$ cat config.mk
export PLATFORM = sky130hd
export DESIGN_NAME = acbs_boot
export DESIGN_NICKNAME = d
export VERILOG_FILES = /design/src/acbs_pkg.sv /design/src/acbs_boot.sv /design/src/acbs_rom.sv
export SDC_FILE = /design/constraint.sdc
export NUM_CORES = 1
export LEC_CHECK = 0
export BUFFER_PORTS_ARGS = -buffer_cell sky130_fd_sc_hd__buf_2
export CAP_MARGIN = 40
export CORE_UTILIZATION = 40
export DETAILED_ROUTE_END_ITERATION = 10
export PLACE_DENSITY = 0.62
export SLEW_MARGIN = 20
export SYNTH_ARGS = -nofsm -noshare
export SYNTH_HDL_FRONTEND = slang
export SYNTH_SLANG_ARGS = --single-unit
$ cat constraint.sdc
create_clock -name mclk -period 3.52 [get_ports mclk]
set_input_delay 0.528 -clock mclk [delete_from_list [all_inputs] [get_ports mclk]]
set_output_delay 0.528 -clock mclk [all_outputs]
set_load 0.05 [all_outputs]
$ cat src/acbs_pkg.sv
`default_nettype none
package acbs_pkg;
    localparam int unsigned MCLK_HZ = 100000000;
    localparam int unsigned NUM_CONFIGS = 8;
    localparam int unsigned SCRIPT_WORDS = 16;
    localparam int unsigned ROM_DEPTH = NUM_CONFIGS * SCRIPT_WORDS;
    localparam logic [1:0] IF_ROM0 = 2'h0;
    localparam logic [1:0] IF_ROM1 = 2'h1;
    localparam logic [1:0] IF_ROM2 = 2'h2;
    localparam logic [1:0] IF_EXT = 2'h3;
    localparam logic [2:0] SEL_DIRECT = 3'h0;
    // script word: address byte and data byte
    localparam logic [7:0] ADDR_END = 8'hff;
    localparam logic [7:0] ADDR_GPIO0_SS = 8'h0d;
    localparam logic [7:0] ADDR_PIN_CTRL1 = 8'h0b;
    localparam logic [7:0] GPIO0_SS_DONE = 8'h1f;
    localparam logic [7:0] PIN_CTRL1_DONE = 8'h04;
    localparam logic [7:0] SPI_READ_CMD = 8'h03;
    localparam logic [3:0] SPI_BITS = 4'h8;
    // register offsets
    localparam logic [3:0] REG_CTRL = 4'h0;
    localparam logic [3:0] REG_STATUS = 4'h1;
    localparam logic [3:0] REG_INT_STATUS = 4'h2;
    localparam logic [3:0] REG_INT_MASK = 4'h3;
    localparam logic [3:0] REG_GPIO0_SS = 4'h4;
    localparam logic [3:0] REG_PIN_CTRL1 = 4'h5;
    localparam logic [3:0] REG_EE_DATA = 4'h6;
    localparam logic [3:0] REG_EE_ADDR = 4'h7;
    localparam logic [7:0] CTRL_RESET = 8'h00;
    localparam logic [7:0] MASK_RESET = 8'h00;
    localparam int unsigned CTRL_SOFT_RESET_BIT = 7;
    localparam int unsigned INT_DONE_BIT = 0;
    localparam int unsigned INT_EEWR_BIT = 1;
    localparam logic [7:0] READ_ZERO = 8'h00;
    typedef struct packed {
        logic [1:0] if_sel;
        logic test;
        logic [2:0] cfg_sel;
    } acbs_straps_t;
    typedef struct packed {
        logic [7:0] addr;
        logic [7:0] data;
    } acbs_word_t;
    typedef struct packed {
        logic sclk;
        logic cs_n;
        logic mosi;
    } acbs_spi_out_t;
    typedef enum logic [2:0] {
        ST_IDLE = 3'b000,
        ST_FETCH = 3'b001,
        ST_SPI = 3'b010,
        ST_APPLY = 3'b011,
        ST_DONE = 3'b100,
        ST_DIRECT = 3'b101
    } acbs_state_t;
endpackage
`default_nettype wire

$ cat src/acbs_boot.sv
`default_nettype none
// Overview of operation
// internal rom holds eight numbered configurations for boot
// board holds interface pins at 00, 01 or 10 for rom boot
// configuration index comes from three select pins sampled at reset
// interface pins 11 at reset boot from external spi eeprom
// internal eeprom variant selects one of eight stored configs
// test=1, select=000, interface=11 at reset enters direct write, with the internal eeprom variant only
// direct write maps eeprom for writing, blocks ordinary registers
// direct write mode ends at next reset rising edge; the code clears it as soon as reset falls
// miso driven continuously during direct write mode
// gpio0 can follow the boot done flag
// script writes 0x1f to source select, 0x04 to pin control
// boot controller starts when external reset returns high
// done flag set when boot completes; host waits for it
// soft reset bit resets logic but does not relaunch boot
// straps latched at reset release and held until next reset
module acbs_boot (
    input wire logic mclk,
    input wire logic rst_n,
    input wire logic [1:0] host_if_select_pins,
    input wire logic test_pin,
    input wire logic [2:0] config_index_select_pins,
    input wire logic use_internal_eeprom,
    input wire logic [3:0] reg_addr,
    input wire logic [7:0] reg_wdata,
    input wire logic reg_write,
    input wire logic reg_read,
    output logic [7:0] reg_rdata,
    output acbs_pkg::acbs_spi_out_t spi_out,
    output logic spi_miso_out,
    output logic spi_miso_oe_n,
    input wire logic spi_miso_in,
    output logic boot_config_done,
    output logic gpio0_out,
    output logic irq,
    output logic direct_write_mode
);
    import acbs_pkg::*;
    logic rst_meta, rst_sync_n;
    always_ff @(posedge mclk or negedge rst_n) begin
        if (!rst_n) begin
            rst_meta <= 1'b0;
            rst_sync_n <= 1'b0;
        end else begin
            rst_meta <= 1'b1;
            rst_sync_n <= rst_meta;
        end
    end
    // two-flop sync of pins and spi input
    acbs_straps_t pins_m, pins_s;
    logic miso_m, miso_s;
    // no reset: pins settle while the core is held, ready at release
    always_ff @(posedge mclk) begin
        pins_m <= '{host_if_select_pins, test_pin,
                    config_index_select_pins};
        pins_s <= pins_m;
        miso_m <= spi_miso_in;
        miso_s <= miso_m;
    end
    acbs_state_t state_reg, state_next;
    acbs_straps_t straps_reg, straps_next;
    logic [3:0] idx_reg, idx_next;
    logic [3:0] bit_reg, bit_next;
    logic [1:0] phase_reg, phase_next;
    logic [23:0] shift_reg, shift_next;
    logic [15:0] rx_reg, rx_next;
    logic [7:0] ctrl_reg, ctrl_next;
    logic [7:0] mask_reg, mask_next;
    logic [7:0] ist_reg, ist_next;
    logic [7:0] gss_reg, gss_next;
    logic [7:0] pc1_reg, pc1_next;
    logic [7:0] eea_reg, eea_next;
    logic [7:0] eed_reg, eed_next;
    logic [7:0] rdata_reg, rdata_next;
    logic done_reg, done_next;
    logic gpio_reg, gpio_next;
    logic irq_reg, irq_next;
    logic direct_reg, direct_next;
    logic started_reg, started_next;
    logic tick_reg, tick_next;
    logic oe_n_reg, oe_n_next;
    acbs_spi_out_t spi_reg, spi_next;
    acbs_word_t rom_word, cur_word;
    logic [6:0] rom_addr;
    logic soft_rst;
    assign rom_addr = {straps_reg.cfg_sel, idx_reg};
    acbs_rom u_rom (
        .mclk(mclk),
        .addr(rom_addr),
        .word(rom_word)
    );
    assign soft_rst = ctrl_reg[CTRL_SOFT_RESET_BIT];
    assign cur_word = (straps_reg.if_sel == IF_EXT && !use_internal_eeprom)
        ? acbs_word_t'(rx_reg) : rom_word;
    always_comb begin
        state_next = state_reg;
        straps_next = straps_reg;
        idx_next = idx_reg;
        bit_next = bit_reg;
        phase_next = phase_reg;
        shift_next = shift_reg;
        rx_next = rx_reg;
        ctrl_next = ctrl_reg;
        mask_next = mask_reg;
        ist_next = ist_reg;
        gss_next = gss_reg;
        pc1_next = pc1_reg;
        eea_next = eea_reg;
        eed_next = eed_reg;
        rdata_next = READ_ZERO;
        done_next = done_reg;
        started_next = started_reg;
        spi_next = spi_reg;
        direct_next = direct_reg;
        tick_next = tick_reg;
        case (state_reg)
            ST_IDLE: begin
                // only reached once per pin reset: soft reset never returns
                if (!started_reg) begin
                    started_next = 1'b1;
                    straps_next = pins_s;
                    idx_next = '0;
                    if (pins_s.test && pins_s.cfg_sel == SEL_DIRECT &&
                        pins_s.if_sel == IF_EXT && use_internal_eeprom) begin
                        state_next = ST_DIRECT;
                        direct_next = 1'b1;
                    end else if (pins_s.if_sel == IF_EXT &&
                                 !use_internal_eeprom) begin
                        state_next = ST_SPI;
                        spi_next.cs_n = 1'b0;
                        shift_next = {SPI_READ_CMD, 1'b0, pins_s.cfg_sel,
                                      4'h0, 8'h00};
                        bit_next = '0;
                        phase_next = 2'h0;
                    end else begin
                        // rom or internal eeprom script
                        state_next = ST_FETCH;
                    end
                end
            end
            ST_FETCH: state_next = ST_APPLY;
            ST_SPI: begin
                // sclk at mclk/4: miso passes two sync flops, so a
                // faster sclk would take each bit one period late
                tick_next = ~tick_reg;
                if (tick_reg) begin
                    spi_next.sclk = ~spi_reg.sclk;
                end
                if (tick_reg && spi_reg.sclk) begin
                    rx_next = {rx_reg[14:0], miso_s};
                    bit_next = 4'(bit_reg + 4'h1);
                    if (phase_reg != 2'h3) begin
                        shift_next = {shift_reg[22:0], 1'b0};
                    end
                    // three header bytes once, then 16-bit words
                    if (phase_reg == 2'h3 &&
                        bit_reg == 4'(SPI_BITS + SPI_BITS - 4'h1)) begin
                        state_next = ST_APPLY;
                    end else if (phase_reg != 2'h3 &&
                                 bit_reg == SPI_BITS - 4'h1) begin
                        bit_next = '0;
                        phase_next = 2'(phase_reg + 2'h1);
                    end
                end
                spi_next.mosi = shift_reg[23];
            end
            ST_APPLY: begin
                if (cur_word.addr == ADDR_END ||
                    idx_reg == 4'(SCRIPT_WORDS - 1)) begin
                    state_next = ST_DONE;
                    spi_next = '{sclk: 1'b0, cs_n: 1'b1, mosi: 1'b0};
                    done_next = 1'b1;
                end else begin
                    if (cur_word.addr == ADDR_GPIO0_SS) begin
                        gss_next = cur_word.data;
                    end
                    if (cur_word.addr == ADDR_PIN_CTRL1) begin
                        pc1_next = cur_word.data;
                    end
                    idx_next = 4'(idx_reg + 4'h1);
                    state_next = (straps_reg.if_sel == IF_EXT &&
                                  !use_internal_eeprom) ? ST_SPI : ST_FETCH;
                end
            end
            ST_DONE: state_next = ST_DONE;
            ST_DIRECT: state_next = ST_DIRECT; // held until pin reset
            default: state_next = ST_IDLE;
        endcase
        if (direct_reg) begin
            // eeprom window only; ordinary registers unreachable
            if (reg_write && reg_addr == REG_EE_ADDR) begin
                eea_next = reg_wdata;
            end else if (reg_write && reg_addr == REG_EE_DATA) begin
                eed_next = reg_wdata;
                eea_next = 8'(eea_reg + 8'h01);
                ist_next[INT_EEWR_BIT] = 1'b1;
            end
            if (reg_read && reg_addr == REG_EE_ADDR) begin
                rdata_next = eea_reg;
            end
            if (reg_read && reg_addr == REG_EE_DATA) begin
                rdata_next = eed_reg;
            end
        end else begin
            if (reg_write) begin
                case (reg_addr)
                    REG_CTRL: ctrl_next = reg_wdata;
                    REG_INT_MASK: mask_next = reg_wdata;
                    REG_GPIO0_SS: gss_next = reg_wdata;
                    REG_PIN_CTRL1: pc1_next = reg_wdata;
                    default: ;
                endcase
            end
            if (reg_read) begin
                case (reg_addr)
                    REG_CTRL: rdata_next = ctrl_reg;
                    REG_STATUS: rdata_next = {done_reg, 1'b0,
                        straps_reg.if_sel, straps_reg.test,
                        straps_reg.cfg_sel};
                    REG_INT_STATUS: begin
                        rdata_next = ist_reg;
                        ist_next = '0;
                    end
                    REG_INT_MASK: rdata_next = mask_reg;
                    REG_GPIO0_SS: rdata_next = gss_reg;
                    REG_PIN_CTRL1: rdata_next = pc1_reg;
                    default: rdata_next = READ_ZERO;
                endcase
            end
        end
        // set wins over read clear
        if (done_next && !done_reg) begin
            ist_next[INT_DONE_BIT] = 1'b1;
        end
        if (direct_reg && reg_write && reg_addr == REG_EE_DATA) begin
            ist_next[INT_EEWR_BIT] = 1'b1;
        end
        if (soft_rst) begin
            // boot state and done flag survive soft reset
            ctrl_next = CTRL_RESET;
            mask_next = MASK_RESET;
            gss_next = '0;
            pc1_next = '0;
        end
        gpio_next = (gss_reg == GPIO0_SS_DONE && pc1_reg == PIN_CTRL1_DONE)
            ? done_reg : 1'b0;
        irq_next = |(ist_next & mask_next);
        oe_n_next = ~direct_next;
    end
    always_ff @(posedge mclk or negedge rst_sync_n) begin
        if (!rst_sync_n) begin
            state_reg <= ST_IDLE;
            straps_reg <= '0;
            idx_reg <= '0;
            bit_reg <= '0;
            phase_reg <= '0;
            shift_reg <= '0;
            rx_reg <= '0;
            ctrl_reg <= CTRL_RESET;
            mask_reg <= MASK_RESET;
            ist_reg <= '0;
            gss_reg <= '0;
            pc1_reg <= '0;
            eea_reg <= '0;
            eed_reg <= '0;
            rdata_reg <= '0;
            done_reg <= 1'b0;
            gpio_reg <= 1'b0;
            irq_reg <= 1'b0;
            direct_reg <= 1'b0;
            started_reg <= 1'b0;
            tick_reg <= 1'b0;
            oe_n_reg <= 1'b1;
            spi_reg <= '{sclk: 1'b0, cs_n: 1'b1, mosi: 1'b0};
        end else begin
            state_reg <= state_next;
            straps_reg <= straps_next;
            idx_reg <= idx_next;
            bit_reg <= bit_next;
            phase_reg <= phase_next;
            shift_reg <= shift_next;
            rx_reg <= rx_next;
            ctrl_reg <= ctrl_next;
            mask_reg <= mask_next;
            ist_reg <= ist_next;
            gss_reg <= gss_next;
            pc1_reg <= pc1_next;
            eea_reg <= eea_next;
            eed_reg <= eed_next;
            rdata_reg <= rdata_next;
            done_reg <= done_next;
            gpio_reg <= gpio_next;
            irq_reg <= irq_next;
            direct_reg <= direct_next;
            started_reg <= started_next;
            tick_reg <= tick_next;
            oe_n_reg <= oe_n_next;
            spi_reg <= spi_next;
        end
    end
    assign reg_rdata = rdata_reg;
    assign spi_out = spi_reg;
    // miso enable low all through direct mode
    assign spi_miso_oe_n = oe_n_reg;
    assign spi_miso_out = eed_reg[0];
    assign boot_config_done = done_reg;
    assign gpio0_out = gpio_reg;
    assign irq = irq_reg;
    assign direct_write_mode = direct_reg;
endmodule // acbs_boot
`default_nettype wire

$ cat src/acbs_rom.sv
`default_nettype none
module acbs_rom (
    input wire logic mclk,
    input wire logic [6:0] addr,
    output acbs_pkg::acbs_word_t word
);
    import acbs_pkg::*;
    acbs_word_t mem [0:ROM_DEPTH-1];
    // default scripts: each ties gpio0 to done, then ends
    always_comb begin
        for (int i = 0; i < ROM_DEPTH; i++) begin
            if ((i % SCRIPT_WORDS) == 0) begin
                mem[i] = '{addr: ADDR_GPIO0_SS, data: GPIO0_SS_DONE};
            end else if ((i % SCRIPT_WORDS) == 1) begin
                mem[i] = '{addr: ADDR_PIN_CTRL1, data: PIN_CTRL1_DONE};
            end else begin
                mem[i] = '{addr: ADDR_END, data: 8'(i / SCRIPT_WORDS)};
            end
        end
    end
    always_ff @(posedge mclk) begin
        word <= mem[addr];
    end
endmodule // acbs_rom
`default_nettype wire

==> impl_results.md, run 1 <==
- Synth warn: 0
- Crit path to: shift_reg[14]
- Root Buffer: clkbuf_16
- I/O Buffers: 40
- CP max stage delay: 600 ps
- Fin cells: a little over 900
- Row cnt: 46
- FILL cells: between 1000 and 1500
- Overall power consumption: around 3.8 mW
- Status: completed
- Asr flop ratio synth: 0.854
- Vias in the first global route: around 5000
- P_leak: around 3.6 nW
- Post-Synthesis Cells: about 650
- Routed WL per cell: 17.4 µm
- Syn Std Cell Area: about 0.0065 mm²
- Final hold vios: 0
- PwrDens: 508 mW/mm²
- CP startpoint: state_reg[1]
- Post-synth EDFFs: 0
- Top_reg_cell synth: dfrtp_1
- Place WS: 947 ps
- Final wirelength: roughly 16 mm
- Rel. slew slack: 0.555
- Syn avg cell area: 10.1 µm²
- Vias per cell: roughly 5.5
- RSZ-0062 raised after global routing: false
- Fmax: roughly 440 MHz
- Synth unique cells: 58
- Post-DRT Antenna Nets: 0
- CP arrival: 2640 ps
- Post-synthesis sequential area ratio: 0.536
- # placed instances: ~880
- # Post-CTS Setup Buffers: 0
- Drt first-iter violations: about 450
- # diodes: 0
- Die width: ~130 µm
- Count of maximum capacitance violations: 0
- Die height: 130 µm
- Initial core utilization: 0.411
- Clock Path Buffers: 2
- Total die area: approximately 0.017 mm²
- Overall routing resource usage: 0.204
- #FFs+latches synth: 144
- Crit-path cells: nand3_1, o21ai_1, nand3b_1, a21oi_1, buf_2, nor2_1, a31oi_1
- Initial antenna violation count: 0
- Reg2Reg Setup Slack: 1230 ps
- Fin crit share: 0.652
- DRC Markers: 0
- Max FFs per register: 16
- FF-to-FF Start: state_reg[1]
- Num Clock Sinks: between 100 and 150
- Min-Delay Path Class: primary input to flop
- Peak supply drop: about 410 µV
- Fin. max-slew vios: 0
- Area delta synth->final: 15.8%
- CTS buffer count: 17
- Worst setup SP type: flop
- Worst slew pin tran: approximately 660 ps
- Reg-to-Reg End: shift_reg[14]
- Worst skew pair latency: between 400 and 500 ps
- Gr ovfl total: 0
- Setup ws final: 1230 ps
- Core area: roughly 0.016 mm²
- Critical Path RT: ~3900 ps
- Layout cells sized above 1: 0.129
- Final Critical Period: 2290 ps
- Slowest stage cell, crit path: dfrtp_1
- CTS H-Tree Depth: 4
- Vias post-DR: approximately 5000
- Placer Congestion: 0.911
- Worst-path clk slew: 60 ps
- First drt pass iteration count: 5
- Final setup viols: 0
- Synth Net Count: between 600 and 700
- Maximum clock skew at final layout: between 9 and 10 ps
- Crit path kind: flop to flop
- TritonCTS clock tree: done
- First-pass GRT wire length: 26.0 mm
- Largest net degree at the start of global routing: 58
- Crit-path max FO: 14
- I/O pins: 41
- Reg2Reg Depth: 7
- Final setup TNS: 0 ps
- Worst Setup End Kind: flop
- Worst hold slack: approximately 200 ps
- Final nets: between 700 and 800
- DPL Wire Length: 11.3 mm
[worst max-delay path: cells and delay by family, from the launching register on]
kind,cells,cell delay (ps)
buffers and inverters,1,280
AND/OR/NAND/NOR,3,620
AO/OA/AOI/OAI,3,720
flip-flops,1,600
[per-layer routing]
metal	GRT usage	vias to the layer above	wire, µm
met3	0.0660	24	936
met5	0	-	0
li1	-	2392	-
met1	0.266	2445	7240
met2	0.316	146	7350
met4	0.0787	0	325
[layout make-up]
| type | instances | area (µm²) | area share |
|---|---|---|---|
| Clock buffer | 21 | 470 | 0.0622 |
| Multi-Input combinational cell | 449 | 2810 | 0.371 |
| Sequential cell | 144 | 3500 | 0.464 |
| Clock inverter | 11 | 136 | 0.0180 |
| Tap cell | 216 | 270 | 0.0357 |
| Timing Repair Buffer | 51 | 300 | 0.0397 |
| Inverter | 19 | 71.3 | 0.00943 |
[repair_timing]
| action | CTS | global route |
|---|---|---|
| gates resized for setup | 0 | 0 |
| hold buffers | 1 | 0 |
| setup endpoints to repair | 0 | 0 |
| hold endpoints to repair | 2 | 0 |
[logic make-up after synthesis]
family | Yosys count | synth area share
compound gates | 148 | 0.146
xor+xnor | 2 | 0.00268
fa+ha+maj | 6 | 0.0115
buf+inv | 53 | 0.0339
flops | 144 | 0.536
mux | 57 | 0.0927
other cells | 1 | 0.000574
simple gates | 235 | 0.176
[stage by stage]
step	utilization	instance area [µm²]
after floorplan	-	6530
after global placement	0.436	6920
after detailed placement	0.436	6920
after CTS	0.475	7540
after global routing	0.476	7560
final	0.476	7560
[cells in the final DEF (no fill, tap or decap), types with 3 or more instances in the layout]
master	synthesis	routed
a21o_1	3	3
a21oi_1	24	24
a22oi_1	17	17
a2bb2oi_1	7	7
a31oi_1	12	12
and2_1	8	8
and3_1	6	6
and3b_1	3	3
buf_2	6	42
buf_4	0	6
bufinv_16	0	3
clkbuf_16	0	17
clkbuf_8	0	3
clkinv_2	0	6
dfrtp_1	121	120
dfxtp_1	21	21
ha_1	6	6
inv_1	17	17
mux2_1	27	27
mux2i_1	29	29
nand2_1	76	76
nand2b_1	14	14
nand3_1	28	28
nand3b_1	4	4
nand4_1	12	12
nor2_1	53	53
nor2b_1	7	7
nor3_1	9	9
o21ai_0	8	8
o21ai_1	27	27
o22ai_1	26	26
o2bb2ai_1	10	10
o31ai_1	3	3
[synthesized netlist by cell type (4+ instances only)]
master	count	area (µm²)
a21oi_1	24	120
a22oi_1	17	128
a2bb2oi_1	7	61.3
a31oi_1	12	75.1
and2_1	8	50.1
and3_1	6	37.5
buf_1	4	15.0
buf_2	6	30.0
clkbuf_1	22	82.6
dfrtp_1	121	3030
dfxtp_1	21	420
ha_1	6	75.1
inv_1	17	63.8
mux2_1	27	304
mux2i_1	29	290
nand2_1	76	285
nand2b_1	14	87.6
nand3_1	28	140
nand3b_1	4	30.0
nand4_1	12	75.1
nor2_1	53	199
nor2b_1	7	43.8
nor3_1	9	45.0
o21ai_0	8	40.0
o21ai_1	27	135
o22ai_1	26	163
o2bb2ai_1	10	87.6
[how the worst min path moves through the flow]
stage,startpoint,end,slack [ps],cells past startpoint
final,config_index_select_pins[0],pins_m[0],200,1
after global routing,config_index_select_pins[0],pins_m[0],170,1
after CTS,spi_miso_in,miso_m,190,1
after detailed placement,rst_sync_n,eea_reg[5],290,0
after global placement,rst_sync_n,eea_reg[5],290,0
after floorplan,rst_n,rst_meta,230,0
[power breakdown]
| part | switching, mW | leakage [nW] | total [mW] | internal, mW |
|---|---|---|---|---|
| combinational | 0.134 | 1.51 | 0.213 | 0.0791 |
| clock | 0.679 | 0.302 | 1.84 | 1.16 |
| sequential | 0.0689 | 1.76 | 1.78 | 1.71 |
| total | 0.882 | 3.57 | 3.84 | 2.96 |
(Power assumes the default switching activity.)
==> inputs of run 2 (changes only) <==
Settings changed: ABC_AREA set to 1, PLACE_DENSITY 0.62 to 0.59.
Clock period 3.52 ns to 2.35 ns, I/O delays scaled along.
==> run 2 against run 1 <==
Compared with the run above: worst hold slack got worse by 180 ps; register-to-register slack got worse by 820 ps; via count increased by 10%; sequential power increased by 94%; setup slack got worse by 820 ps; critical path depth increased by 2; first-iteration DRC count increased by 7.7%; cell count increased by 21%; clock power increased by 49%; non-clock buffer count increased by 4; critical path type unchanged.
==> impl_results.md, run 2 <==
- Status: completed
- Fmax: about 510 MHz
- Routed WL per cell: around 15 µm
- FF-to-FF Start: direct_write_mode
- Clock Path Buffers: 2
- Final wirelength: 16.5 mm
- Count of maximum capacitance violations: 0
- Reg2Reg Setup Slack: 400 ps
- P_leak: ~4.0 nW
- Reg2Reg Depth: 9
- Vias per cell: 5.02
- Min-Delay Path Class: primary input to flop
- Reg-to-Reg End: irq
- Hold Path End: pins_m[5]
- Largest area contributor in the netlist: dfrtp_1
- Crit-path cells: inv_1, nand2_1, inv_1, nand4_1, a21oi_1, nand2_1, nand3_1, nor2_1, nand2_1
- Overall routing resource usage: 0.203
- Vias post-DR: between 5000 and 6000
- Final setup viols: 0
- Synth warn: 0
- Final setup TNS: 0 ps
- Worst-path clk slew: roughly 60 ps
- I/O Buffers: 40
- CTS buffer count: 17
- Crit-path max FO: 7
- Worst setup SP type: flop
- Die width: ~130 µm
- Area delta synth->final: 16.5%
- PwrDens: approximately 1000 mW/mm²
- CTS resizes: 0
- Post-synth EDFFs: 0
- # diodes: 0
- Layout cells sized above 1: 0.167
- Place WS: ~360 ps
- Overall power consumption: approximately 8 mW
- Worst slew pin tran: around 540 ps
- Final hold vios: 0
- Most common cell after layout, fill and taps aside: nand2_1
- Synth Net Count: 843
- #FFs+latches synth: about 140
- Syn Std Cell Area: between 0.006 and 0.007 mm²
- Post-Synthesis Cells: roughly 800
- Initial core utilization: 0.409
- Worst skew pair latency: between 400 and 500 ps
- Syn avg cell area: just over 8 µm²
- CP max stage delay: roughly 380 ps
- Final nets: ~900
- Most frequent CP cell: nand2_1
- Gr ovfl total: 0
- I/O pins: around 40
- Maximum clock skew at final layout: about 8.5 ps
- Synth top area cells: dfrtp_1 (45%), nand2_1 (10%), inv_1 (6.5%)
- Setup ws final: ~400 ps
- Post-synthesis sequential area ratio: 0.518
- Core area: around 0.017 mm²
- Most frequent cells in the layout: nand2_1 (184), dfrtp_1 (120), inv_1 (117)
- Worst hold stages: 1
- Die height: between 100 and 150 µm
- Most numerous cell in the Yosys netlist: nand2_1
- Asr flop ratio synth: 0.854
- Placer Congestion: approximately 0.90
- Initial antenna violation count: 0
- Crit path kind: flop to flop
- Row cnt: 47
- Total die area: 0.0174 mm²
- Root Buffer: clkbuf_16
- Fin crit share: 0.829
- Fin. max-slew vios: 0
- First-pass GRT wire length: about 27 mm
- Worst Setup End Kind: flop
- DRC Markers: 0
- CP arrival: approximately 2300 ps
- Peak supply drop: slightly above 600 µV
- TritonCTS clock tree: done
- Final Critical Period: roughly 1900 ps
- Largest net degree at the start of global routing: 54
- Num Clock Sinks: approximately 140
- Synth cell count leaders: nand2_1 (184), dfrtp_1 (121), inv_1 (117)
- Post-DRT Antenna Nets: 0
- Rel. slew slack: 0.636
- Top_reg_cell synth: dfrtp_1
- Vias in the first global route: approximately 5200
- RSZ-0062 raised after global routing: false
- DPL Wire Length: between 10 and 15 mm
- Slowest stage cell, crit path: dfrtp_1
- Max FFs per register: 16
- First drt pass iteration count: 5
- HP Start: host_if_select_pins[1]
- Synth unique cells: 44
- Critical Path RT: ~2700 ps
- CTS H-Tree Depth: 4
- Synth top area share: 0.448
- Drt first-iter violations: between 400 and 500
run 2: changes by cell type after synthesis, moves of 15 or more:
cell,before,now
nand3_1,28,53
a22oi_1,17,0
nor2_1,53,32
mux2_1,27,0
o21ai_0,8,81
inv_2,0,15
inv_1,17,117
nand2_1,76,184
mux2i_1,29,0
run 2: how the worst max path moves through the flow:
stage / slack (ps) / cells after the start / start / endpoint
after floorplan: 300 / 0 / rst_sync_n / bit_reg[0]
after global placement: 410 / 13 / use_internal_eeprom / idx_reg[2]
after detailed placement: 360 / 13 / use_internal_eeprom / pc1_reg[6]
after CTS: 390 / 9 / direct_write_mode / irq
after global routing: 270 / 11 / straps_reg[5] / pc1_reg[0]
final: 400 / 9 / direct_write_mode / irq
run 2: power by group:
part           total, mW  leakage [nW]  switching (mW)  internal (mW)
clock               2.75         0.293            1.04           1.71
combinational       2.03          1.96            1.35          0.675
sequential          3.46          1.71           0.392           3.07
run 2: logic make-up (layout without fill, tap and decap cells):
kind of cell | count (synthesis) | count (layout) | synth area share
XOR/XNOR | 8 | 8 | 0.0104
multiplexers | 1 | 1 | 0.00167
adder cells (fa/ha/maj) | 6 | 6 | 0.0111
AO/OA/AOI/OAI | 171 | 171 | 0.138
AND/OR/NAND/NOR | 329 | 329 | 0.231
buffers and inverters | 153 | 222 | 0.0896
flip-flops | 144 | 144 | 0.518
other | 1 | 1 | 0.000555
run 2: worst max-delay path: cells and delay by family, from the launching register on:
kind | cells | cell delay (ps)
buffers and inverters | 2 | 340
flip-flops | 1 | 380
AO/OA/AOI/OAI | 1 | 350
AND/OR/NAND/NOR | 6 | 810
run 2: area by class of cell:
type,instances,area [µm²]
Fill cell,1589,8650
Sequential cell,144,3500
Multi-Input combinational cell,516,2660
Clock buffer,24,502
Clock inverter,8,103
Inverter,135,512
Timing Repair Buffer,55,328
Tap cell,220,275
run 2: per-stage QoR:
stage,utilization,cells,cell area [µm²],hold slack (ps)
6_report,0.477,1102,7880,25.7
5_1_grt,0.477,1102,7880,9.11
4_1_cts,0.477,1102,7880,14.3
3_5_place_dp,0.440,1069,7260,139
3_3_place_gp,0.440,1069,7260,140
2_1_floorplan,-,813,6760,56.9
run 2: metal layers:
layer,up-vias,wire [µm],track usage
met1,2614,8210,0.297
met4,0,278,0.0704
met5,-,0,0
li1,2741,-,-
met2,147,7130,0.296
met3,25,849,0.0415
run 2: what timing repair did:
action | 4_1_cts | 5_1_grt
hold buffers | 1 | 0
buffers inserted | 0 | 0
endpoints found under the hold margin | 2 | 0
==> inputs of run 3 (changes only) <==
Clock period 2.35 ns to 2 ns, I/O delays scaled along.
==> run 3 against run 2 <==
Compared with the run above: combinational power is 20% higher; global-route usage is 0.39 points higher; setup slack worse by 210 ps; count of clock-buffer cells in the layout is 5 lower; die area stayed put; cell area is 1.6% higher; wire length is 2.7% higher; critical endpoint is now reg_rdata[7].
==> impl_results.md, run 3 (synthesized netlist as in run 2, its figures left out) <==
- Status: completed
- Peak supply drop: 707 µV
- Die width: 132 µm
- Buf+Inv Stages, Crit Path: 1
- Root Buffer: clkbuf_16
- Maximum clock skew at final layout: 8.09 ps
- Die height: between 100 and 150 µm
- Area delta synth->final: 18.4%
- Switching Fraction: 0.354
- Switching power: about 3.4 mW
- CP Depth: 4
- Reg2Reg Depth: 4
- Layout cells sized above 1: 0.176
- I/O Buffers: 40
- Vias post-DR: 5600
- CTS buffer count: 17
- Core area: around 0.017 mm²
- Drt first-iter violations: around 530
- Vias in the first global route: between 5000 and 6000
- Flop pwr share: 0.422
- Total die area: 0.0174 mm²
- Clock power share: 0.324
- I/O pins: 41
- First-pass GRT wire length: approximately 28 mm
- Worst-path clk slew: 70 ps
- Rel. slew slack: 0.589
- Largest net degree at the start of global routing: 49
- Initial core utilization: 0.409
- First drt pass iteration count: 5
- Internal: 6.21 mW
- Final wirelength: between 15 and 20 mm
- Fin. max-slew vios: 0
- Gate power share: 0.254
- Most common cell after layout, fill and taps aside: nand2_1
- Worst skew pair latency: 420 ps
- DPL Wire Length: 12.4 mm
- Crit-path max FO: 12
- Slowest stage cell, crit path: dfrtp_1
- PwrDens: 1200 mW/mm²
- Crit path kind: flop to flop
- Placer Congestion: 0.920
- Worst Setup End Kind: flop
- Overall power consumption: a little under 10 mW
- Row cnt: 47
- Overall routing resource usage: 0.207
- Routed WL per cell: 15.2 µm
- Vias per cell: ~5
- FILL cells: around 1600
- DRC Markers: 0
- Min-Delay Path Class: primary input to asynchronous set/reset pin
- Final setup viols: 0
- Multi-input gate area: 0.00267 mm²
- Worst slew pin tran: just over 600 ps
- Reg2Reg Setup Slack: about 190 ps
- Most frequent CP cell: o21ai_0
- Final hold vios: 0
- Fin crit share: 0.904
- Final nets: around 910
- Final setup TNS: 0 ps
- Delay-heaviest family, CP: compound AO/OA/AOI/OAI gates
- P_leak: ~4 nW
- Fmax: around 550 MHz
- Critical Path RT: about 2300 ps
- RSZ-0062 raised after global routing: false
- Worst setup SP type: flop
- Gr ovfl total: 0
- CP arrival: approximately 2100 ps
- Crit-path cells: clkinv_1, o21ai_0, nor3_1, o21ai_0
- CP max stage delay: ~560 ps
- Final Critical Period: around 1800 ps
- TritonCTS clock tree: done
- Clock Path Buffers: 2
- Num Clock Sinks: 144
- Most frequent cells in the layout: nand2_1 (184), dfrtp_1 (118), inv_1 (117)
- Initial antenna violation count: 0
- Register area: 0.00351 mm²
- # diodes: 0
- Post-DRT Antenna Nets: 0
- Max FFs per register: 16
- Count of maximum capacitance violations: 0
- CTS H-Tree Depth: 4
## run 3: cell count changes in the layout (fill, tap and decap cells not counted), sizes merged
cell / delta
buf: +7
bufinv: -2
clkbuf: -5
clkinv: +2
clkinvlp: -1
dlygate4sd3: +7
inv: +6
## run 3: metrics by stage
stage	hold slack [ps]	setup WS [ps]	cells	cell area, µm²	utilization
after global placement	85.8	143	1076	7320	0.443
after CTS	174	115	1116	7990	0.483
after detailed placement	86.9	74.0	1076	7320	0.443
after global routing	190	14.5	1116	8000	0.484
after floorplan	4.41	156	813	6770	-
final	186	191	1116	8000	0.484
## run 3: metal layers
| layer | track usage | share of wire | vias up |
|---|---|---|---|
| li1 | - | - | 2763 |
| met1 | 0.298 | 0.49 | 2668 |
| met2 | 0.307 | 0.44 | 150 |
| met3 | 0.0454 | 0.055 | 19 |
| met4 | 0.0678 | 0.014 | 0 |
| met5 | 0 | 0 | - |
## run 3: layout make-up
cell class	count	area share
flip-flops and latches	144	0.438
multi-input cells	516	0.333
inverters	135	0.0639
clock buffers	19	0.0594
repair buffers	69	0.0563
well taps	220	0.0344
clock inverters	13	0.0144
## run 3: path summary, 6_finish.rpt
check,from,to
setup / recovery,ctrl_reg[7],reg_rdata[7]
hold / removal,rst_n,rst_sync_n
setup reg to reg,ctrl_reg[7],reg_rdata[7]
hold reg to reg,pins_m[0],pins_s[0]
max in group asynchronous,rst_sync_n,straps_reg[5]
min in group mclk,reg_wdata[2],eea_reg[2]
## run 3: worst reg2reg max path, delay by kind of cell, from the launching register on
kind                   cells  cell delay (ps)
and+or+nand+nor            1              100
DFF                        1              560
buffers and inverters      1              410
AOI/OAI and AO/OA          2              620
## run 3: power groups by stage
stage	Sequential (mW)	Clock, mW	Combinational [mW]
floorplan	4.11	0	1.77
global placement	4.09	0	2.39
detailed placement	4.08	0	2.45
CTS	4.05	3.17	2.46
global route	4.13	3.30	2.79
finish	4.06	3.11	2.44
## run 3: what timing repair did
item                                    4_1_cts  5_1_grt
hold buffers                                  8        0
endpoints found under the hold margin         9        0
endpoints found under the setup margin        0       17
setup buffers                                 0        0
resized for setup                             0        4
